<file path="config.mk">
export PLATFORM = sky130hd
export DESIGN_NAME = link_training_status
export DESIGN_NICKNAME = d
export VERILOG_FILES = /design/src/link_training_status_pkg.sv /design/src/link_training_status.sv
export SDC_FILE = /design/constraint.sdc
export NUM_CORES = 1
export LEC_CHECK = 0
export BUFFER_PORTS_ARGS = -buffer_cell sky130_fd_sc_hd__buf_4
export CAP_MARGIN = 40
export CORE_ASPECT_RATIO = 2
export CORE_MARGIN = 2
export CORE_UTILIZATION = 45
export DETAILED_ROUTE_END_ITERATION = 10
export GPL_ROUTABILITY_DRIVEN = 0
export PLACE_DENSITY_LB_ADDON = 0.12
export SYNTH_ARGS = -nofsm -noshare
export SYNTH_HDL_FRONTEND = slang
export SYNTH_SLANG_ARGS = --single-unit
</file>
<file path="constraint.sdc">
create_clock -name i_clk -period 2.5 [get_ports i_clk]
set_clock_uncertainty 0.2 [all_clocks]
set_input_delay 0.5 -clock i_clk [delete_from_list [all_inputs] [get_ports i_clk]]
set_output_delay 0.5 -clock i_clk [all_outputs]
set_load 0.05 [all_outputs]
</file>
<file path="src/link_training_status_pkg.sv">
`default_nettype none

package link_training_status_pkg;

    // ==========================================================
    // Sizes
    localparam int NUM_LANES = 4;
    localparam int EVT_W     = 16;
    localparam int TMR_W     = 24;

    // ==========================================================
    // Timing
    localparam int CLK_HZ         = 20_000_000;
    localparam int TRAIN_WAIT_MS  = 500;
    localparam int TRAIN_WAIT_CYC = TRAIN_WAIT_MS * (CLK_HZ / 1000);

    // ==========================================================
    // Register byte addresses
    localparam logic [7:0] ADDR_CTRL     = 8'h00;
    localparam logic [7:0] ADDR_STATUS   = 8'h04;
    localparam logic [7:0] ADDR_IRQ_STAT = 8'h08;
    localparam logic [7:0] ADDR_IRQ_MASK = 8'h0C;
    localparam logic [7:0] ADDR_FIELDS0  = 8'h10;
    localparam logic [7:0] ADDR_LAST     = 8'h1C;

    // ==========================================================
    // Field positions
    localparam int ST_TRAIN_LSB = 0;
    localparam int ST_DONE_LSB  = 4;
    localparam int ST_FAIL_LSB  = 8;
    localparam int ST_LOCK_LSB  = 12;
    localparam int ST_CDR_BIT   = 16;
    localparam int EV_DONE_LSB  = 0;
    localparam int EV_FAIL_LSB  = 4;
    localparam int EV_LOCK_LSB  = 8;
    localparam int EV_LOSS_LSB  = 12;

    // ==========================================================
    // Reset values
    localparam logic [3:0]       CTRL_RESET = 4'h0;
    localparam logic [EVT_W-1:0] MASK_RESET = 16'h0000;
    localparam logic [31:0]      DATA_ZERO  = 32'h0000_0000;

    // ==========================================================
    // Types
    typedef enum logic [1:0] {
        LANE_IDLE  = 2'b00,
        LANE_TRAIN = 2'b01,
        LANE_DONE  = 2'b11,
        LANE_FAIL  = 2'b10
    } lane_state_t;

    typedef struct packed {
        logic       preset_req;
        logic       init_req;
        logic [1:0] post_tap_req;
        logic [1:0] main_tap_req;
        logic [1:0] pre_tap_req;
        logic [1:0] post_tap_status;
        logic [1:0] main_tap_status;
        logic [1:0] pre_tap_status;
    } partner_fields_t;

    typedef struct packed {
        logic            valid;
        partner_fields_t fields;
    } frame_decode_t;

endpackage

`default_nettype wire

</file>
<file path="src/link_training_status.sv">
// Function
// - Per lane, flag set once training machine reaches data-sending state.
// - Per lane, in-training level high while machine performs training.
// - Per lane, failure flag set when training period times out.
// - Per lane, frame-start output pulses exactly one clock per received frame.
// - After training begins, frame-lock asserts when receiver syncs to partner frames.
// - Per lane, present partner's preset request bit from latest control block.
// - Per lane, present partner's initialize request bit from control block.
// - Per lane, three 2-bit fields of received post, main, pre update requests.
// - Per lane, three 2-bit fields of partner's post, main, pre update status.
// - Single output reflecting receive CDR hold from negotiation logic.
//
// Local design decisions: the AHB-Lite interface to the registers and the placing of the registers.
`timescale 1ns/1ns
`default_nettype none

module link_training_status #(
    parameter int TRAIN_WAIT = link_training_status_pkg::TRAIN_WAIT_CYC
) (
    input  wire logic                                   i_clk,          // RX SerDes clock
    input  wire logic                                   i_reset,        // Sync reset, high
    input  wire logic [1:0]                             i_htrans,       // AHB transfer type
    input  wire logic                                   i_hsel,         // AHB select
    input  wire logic [7:0]                             i_haddr,        // AHB address
    input  wire logic                                   i_hwrite,       // AHB write
    input  wire logic [2:0]                             i_hsize,        // AHB size
    input  wire logic [31:0]                            i_hwdata,       // AHB write data
    input  wire logic                                   i_hready,       // AHB bus ready
    output logic                                        o_hreadyout,    // Always ready
    output logic                                        o_hresp,        // Always OKAY
    output logic [31:0]                                 o_hrdata,       // Read data
    input  wire logic [3:0]                             i_frame_marker, // Frame marker seen
    input  wire logic [3:0]                             i_sync_lost,    // Frame sync lost
    input  wire logic [3:0]                             i_lane_trained, // Both ends ready
    input  wire link_training_status_pkg::frame_decode_t [3:0] i_frame, // Decoded frames
    input  wire logic                                   i_cdr_hold,     // From negotiation
    output logic [3:0]                                  o_lane_training_done, // Data state
    output logic [3:0]                                  o_lane_in_training, // Training
    output logic [3:0]                                  o_lane_training_timeout, // Timed out
    output logic [3:0]                                  o_train_frame_start_pulse, // Start pulse
    output logic [3:0]                                  o_train_frame_locked, // Frame lock
    output link_training_status_pkg::partner_fields_t [3:0] o_partner, // Partner fields
    output logic                                        o_recv_cdr_hold, // CDR hold
    output logic                                        o_irq           // Level interrupt
);
    import link_training_status_pkg::*;

    // ==========================================================
    // State
    typedef struct packed {
        lane_state_t     st;
        logic [TMR_W-1:0] tmr;
        logic            marker_prev;
        logic            sof_pulse;
        logic            locked;
        partner_fields_t fields;
    } lane_t;

    typedef struct packed {
        lane_t [NUM_LANES-1:0] lane;
        logic [3:0]            enable;
        logic [EVT_W-1:0]      irq_stat;
        logic [EVT_W-1:0]      irq_mask;
        logic                  cdr_hold;
        logic                  dp_write;
        logic [7:0]            dp_addr;
        logic [31:0]           rdata;
    } state_t;

    state_t r;
    state_t next_r;

    logic [EVT_W-1:0] events;
    logic [EVT_W-1:0] w1c;
    logic             addr_phase;
    logic [31:0]      status_word;

    localparam logic [TMR_W-1:0] WAIT_LAST = TMR_W'(TRAIN_WAIT - 1);

    // Only whole-word transfers are taken; narrower sizes fall through as idle
    assign addr_phase = i_hsel && i_htrans[1] && i_hready && (i_hsize == 3'b010);

    // ==========================================================
    // Next state
    always_comb begin
        next_r      = r;
        events      = '0;
        w1c         = '0;
        status_word = DATA_ZERO;

        // Per-lane training progress, framing and field capture
        for (int l = 0; l < NUM_LANES; l++) begin
            next_r.lane[l].marker_prev = i_frame_marker[l];
            next_r.lane[l].sof_pulse   = i_frame_marker[l] && !r.lane[l].marker_prev;
            if (!r.enable[l]) begin
                next_r.lane[l].st  = LANE_IDLE;
                next_r.lane[l].tmr = '0;
            end else begin
                unique case (r.lane[l].st)
                    LANE_IDLE: begin
                        next_r.lane[l].st  = LANE_TRAIN;
                        next_r.lane[l].tmr = '0;
                    end
                    LANE_TRAIN: begin
                        if (i_lane_trained[l]) begin
                            next_r.lane[l].st = LANE_DONE;
                        end else if (r.lane[l].tmr == WAIT_LAST) begin
                            next_r.lane[l].st = LANE_FAIL;
                        end else begin
                            next_r.lane[l].tmr = r.lane[l].tmr + TMR_W'(1);
                        end
                    end
                    LANE_DONE: begin
                        next_r.lane[l].st = LANE_DONE;
                    end
                    LANE_FAIL: begin
                        next_r.lane[l].st = LANE_FAIL;
                    end
                endcase
            end
            // Lock only counts once training has started; idle drops it
            if (r.lane[l].st == LANE_IDLE || i_sync_lost[l]) begin
                next_r.lane[l].locked = 1'b0;
            end else if (i_frame_marker[l] && !r.lane[l].marker_prev) begin
                next_r.lane[l].locked = 1'b1;
            end
            // Fields move only on a whole decoded frame
            if (i_frame[l].valid) begin
                next_r.lane[l].fields = i_frame[l].fields;
            end
            // Events compare next and current copies, so each edge counts once
            events[EV_DONE_LSB + l] = next_r.lane[l].st == LANE_DONE
                                      && r.lane[l].st != LANE_DONE;
            events[EV_FAIL_LSB + l] = next_r.lane[l].st == LANE_FAIL
                                      && r.lane[l].st != LANE_FAIL;
            events[EV_LOCK_LSB + l] = next_r.lane[l].locked && !r.lane[l].locked;
            events[EV_LOSS_LSB + l] = !next_r.lane[l].locked && r.lane[l].locked;
        end

        // One register stage cuts the path back into the negotiation logic
        next_r.cdr_hold = i_cdr_hold;

        // Data phase write; a set in the same cycle beats the clear
        if (r.dp_write) begin
            unique case (r.dp_addr)
                ADDR_CTRL:     next_r.enable   = i_hwdata[3:0];
                ADDR_IRQ_STAT: w1c             = i_hwdata[EVT_W-1:0];
                ADDR_IRQ_MASK: next_r.irq_mask = i_hwdata[EVT_W-1:0];
                default:       next_r.enable   = r.enable;
            endcase
        end
        next_r.irq_stat = (r.irq_stat & ~w1c) | events;

        // Address phase capture and read mux from the updated copy
        next_r.dp_write = addr_phase && i_hwrite;
        next_r.dp_addr  = addr_phase ? {i_haddr[7:2], 2'b00} : r.dp_addr;
        for (int l = 0; l < NUM_LANES; l++) begin
            status_word[ST_TRAIN_LSB + l] = next_r.lane[l].st == LANE_TRAIN;
            status_word[ST_DONE_LSB + l]  = next_r.lane[l].st == LANE_DONE;
            status_word[ST_FAIL_LSB + l]  = next_r.lane[l].st == LANE_FAIL;
            status_word[ST_LOCK_LSB + l]  = next_r.lane[l].locked;
        end
        status_word[ST_CDR_BIT] = next_r.cdr_hold;
        next_r.rdata = DATA_ZERO;
        if (addr_phase && !i_hwrite) begin
            if (i_haddr[7:2] == ADDR_CTRL[7:2]) begin
                next_r.rdata = {28'h000_0000, next_r.enable};
            end else if (i_haddr[7:2] == ADDR_STATUS[7:2]) begin
                next_r.rdata = status_word;
            end else if (i_haddr[7:2] == ADDR_IRQ_STAT[7:2]) begin
                next_r.rdata = {16'h0000, next_r.irq_stat};
            end else if (i_haddr[7:2] == ADDR_IRQ_MASK[7:2]) begin
                next_r.rdata = {16'h0000, next_r.irq_mask};
            end else if (i_haddr >= ADDR_FIELDS0 && i_haddr <= ADDR_LAST + 8'h03) begin
                next_r.rdata = {18'h0_0000, next_r.lane[i_haddr[3:2]].fields};
            end
        end
    end

    // ==========================================================
    // Registers
    always_ff @(posedge i_clk) begin
        if (i_reset) begin
            r          <= '0;
            r.enable   <= CTRL_RESET;
            r.irq_mask <= MASK_RESET;
        end else begin
            r <= next_r;
        end
    end

    // ==========================================================
    // Outputs, zero-wait slave
    assign o_hreadyout     = 1'b1;
    assign o_hresp         = 1'b0;
    assign o_hrdata        = r.rdata;
    assign o_recv_cdr_hold = r.cdr_hold;
    assign o_irq           = |(r.irq_stat & r.irq_mask);

    // Lane outputs straight from lane state
    always_comb begin
        for (int l = 0; l < NUM_LANES; l++) begin
            o_lane_training_done[l]      = r.lane[l].st == LANE_DONE;
            o_lane_in_training[l]        = r.lane[l].st == LANE_TRAIN;
            o_lane_training_timeout[l]   = r.lane[l].st == LANE_FAIL;
            o_train_frame_start_pulse[l] = r.lane[l].sof_pulse;
            o_train_frame_locked[l]      = r.lane[l].locked;
            o_partner[l]                 = r.lane[l].fields;
        end
    end

    for (genvar g = 0; g < NUM_LANES; g++) begin : g_chk

    end
endmodule

`default_nettype wire

</file>
==> flow_summary.toml <==
[synth]
yosys.area_share.simple_pct = 24.5
async_set_or_reset_flop_fraction_in_the_synthesized_netlist_pct = 0
ys_seq_elements = 233
synthCells = 1353
synth-warning-count = 0
synth.lib_cells_used.distinct = 74
combinational_family_with_the_most_area_after_synthesis = "simple AND/OR/NAND/NOR gates"
synth_top_cells_by_count = "233 x sky130_fd_sc_hd__dfxtp_1, 183 x sky130_fd_sc_hd__nor2_1, 99 x sky130_fd_sc_hd__buf_4, 87 x sky130_fd_sc_hd__mux2i_1, 84 x sky130_fd_sc_hd__nand2_1"
most_frequent_cell_after_synthesis = "sky130_fd_sc_hd__dfxtp_1"
synth-edff-count = 0
sequential_area_share_after_synthesis_pct = 40.4
synthXorXnorAreaFrac_pct = 3.72
synth_top_cell_by_area = "sky130_fd_sc_hd__dfxtp_1"
synthFlopType = "sky130_fd_sc_hd__dfxtp_1"
avgSynthCellArea_um2 = 8.54
synth_area_leaders = "sky130_fd_sc_hd__dfxtp_1 40%, sky130_fd_sc_hd__mux2i_1 7.5%, sky130_fd_sc_hd__buf_4 6.4%"
synthAdderAreaFrac_pct = 0.433
compound_cell_area_share_of_the_yosys_netlist_pct = 13.4
netlist_area_um2 = 11500
synthDominantCellAreaShare_pct = 40.4
synthMuxAreaShare_pct = 7.64

[worst_setup_path]
crit_type = "register to primary output"
critical_path.max_stage_delay_ns = 0.33
critPathRequiredTime_ns = 1.80
endpoint_kind = "primary output"
timing.critical_path.cells = "a22o_1, a221oi_1, nand4_1, buf_4"
startpoint_type = "register"
timing.critical_path.fanout_max = 2
crit_path_top_delay_cell = "sky130_fd_sc_hd__dfxtp_1"
worst_ep_arrival_time_ns = 1.77

[global_route]
grt.met2_usage_pct = 37.0
globalRouteTotalUtil_pct = 22.9
grt_first_pass_wirelength_mm = 49.5
grt_most_used_layer = "met2"
grt_remaining_overflow = 0
pin_count_of_the_biggest_net_entering_global_routing = 57
grt_antenna_before_repair = 0
groute.layer.met3.usage_pct = 2.63
vias_in_the_first_global_route = 9472
met1_global_route_usage_pct = 31.3

[sta]
finalMaxSlewViolations = 0
finalSetupViolCount = 0
maxClockFrequency_ghz = 0.405
timing.final.crit_period_ns = 2.47
worst_pin_slew_ns = 0.567
hold_slack_ns = 0.0175
maxSlewHeadroom_pct = 61.7
final.period_utilization_pct = 98.7
rsz0062_at_grt = "no"
hold_violations = 0

[clock_tree]
clk_transition_reported_paths_ns = 0.07
clkSinkCount = 233
cts_htree_levels = 1
number_of_buffers_on_the_longest_clock_path = 3
tritoncts = "done"
insertion_delay_ns = 0.52
cts_buf_count = 21
cts_root_buffer = "sky130_fd_sc_hd__clkbuf_16"

[power_and_ir_drop]
peakVddDrop_uv = 489
power.density_nw_per_um2 = 591
power.leakage_uw = 0.00536

[layout]
filler_cell_count = 2330
post_route_cells_drive_above_1_share_pct = 22.0
post_route_cell_area_um2 = 13800
layout.cells.non_filler = 1847
layout-area-overhead-vs-synth_pct = 19.6
finish.net_count = 1619
finalCoreUtilization_pct = 54.3
insertedDiodeCount = 0

[routing]
routed_via_density = 5.44
route.vias.total = 10100
post-route-drc-count = 0
drt-pass1-iter-count = 5
detailedRoute.firstIterationViolations = 558
antenna_left = 0
post_drt_wl_per_cell_um = 17.3
totalWireLength_mm = 31.9

[placed_design]
placement.io_buffers = 198
placedInstanceArea_um2 = 13000
dp.cells = 1805
detail_placement_hpwl_mm = 24.1

[die]
core_um2 = 25400
die-area_um2 = 27000
die_width_um = 117
start_util_pct = 45.4
fp-row-count = 83
floorplan.die.height_um = 231
count_of_boundary_i_o_pins = 235

[hold_path]
min_path_type = "input pin to register"

[job]
cap_viol_max_count = 0

[status]
status = "completed"
## critical path: cells and delay by family (launching register included)
kind / cells / cell delay (ns)
buffers and inverters: 1 / 0.23
AO/OA/AOI/OAI: 2 / 0.50
flip-flops: 1 / 0.33
AND/OR/NAND/NOR: 1 / 0.19
## flip-flops by register name, summed over array words and instances, names as in the netlist
register                   cells
o_hrdata                      17
o_partner                     56
o_recv_cdr_hold                1
o_train_frame_locked           4
o_train_frame_start_pulse      4
r                            151
## logic make-up (layout without fill, tap and decap cells)
kind of cell / Yosys count / after routing
adders and majority gates: 4 / 4
AOI/OAI and AO/OA: 230 / 230
and+or+nand+nor: 554 / 554
other: 2 / 17
DFF: 233 / 233
buffers and inverters: 193 / 332
muxes: 88 / 88
xor gates and xnor gates: 49 / 49
## layer usage
layer	up-vias	share of wire, %
met5	-	0
met4	0	3.1
met3	53	7.2
met2	378	46
met1	4668	44
li1	4951	-
## cell type report
type / count / area [µm²] / share of cell area (%)
inverter: 28 / 105 / 0.761
multi-input combinational: 942 / 5820 / 42.1
timing repair buffer: 266 / 2040 / 14.8
clock buffer: 29 / 626 / 4.53
clock inverter: 9 / 130 / 0.942
tap: 340 / 425 / 3.08
sequential: 233 / 4660 / 33.8
## layout by cell type (no fill, tap or decap), types with 13 or more instances in the layout
cell,instances
sky130_fd_sc_hd__buf_4,260
sky130_fd_sc_hd__dfxtp_1,233
sky130_fd_sc_hd__nor2_1,183
sky130_fd_sc_hd__mux2i_1,87
sky130_fd_sc_hd__nand2_1,84
sky130_fd_sc_hd__nand3_1,64
sky130_fd_sc_hd__a21oi_1,50
sky130_fd_sc_hd__o21ai_0,35
sky130_fd_sc_hd__or3_1,32
sky130_fd_sc_hd__inv_1,28
sky130_fd_sc_hd__nand4_1,26
sky130_fd_sc_hd__xor2_1,25
sky130_fd_sc_hd__xnor2_1,24
sky130_fd_sc_hd__o211ai_1,22
sky130_fd_sc_hd__and3_1,22
sky130_fd_sc_hd__nor3_1,21
sky130_fd_sc_hd__clkbuf_16,21
sky130_fd_sc_hd__and2_1,17
sky130_fd_sc_hd__nor2b_1,17
sky130_fd_sc_hd__conb_1,17
sky130_fd_sc_hd__nor4_1,16
sky130_fd_sc_hd__a31oi_1,13
sky130_fd_sc_hd__or4_1,13
sky130_fd_sc_hd__o21ai_1,13
## per-stage QoR
stage                     worst slack [ns]  total power, µW  setup TNS (ns)
after global routing               0.00309             8430               0
after CTS                           0.0432             8250               0
final                               0.0314             8170               0
after floorplan                     0.0198             4470               0
after global placement             -0.0280             4710         -0.0460
after detailed placement           -0.0728             4710          -0.174
## repair_timing
item	4_1_cts	5_1_grt
hold buffers	3	0
endpoints found under the setup margin	0	9
resized for setup	0	2
buffers inserted	0	1
endpoints found under the hold margin	3	0
## report_power, final
part           total [µW]  switching, µW  leakage [µW]  internal (µW)
Combinational         825            535       0.00310            291
Sequential           3810           35.1       0.00189           3770
Clock                3540           1470      0.000373           2070
## worst paths after layout
kind	to	depth (start not counted)	slack, ns	start
max	o_irq	4	0.03	r[42]$_SDFF_PP0_
min	o_hrdata[16]$_SDFF_PP0_	2	0.02	i_cdr_hold
max reg2reg	r[139]$_SDFF_PP0_	6	0.16	r[149]$_SDFF_PP0_
min reg2reg	r[118]$_SDFF_PP0_	2	0.29	r[118]$_SDFF_PP0_
No activity file was read; power rests on OpenSTA's default activity.
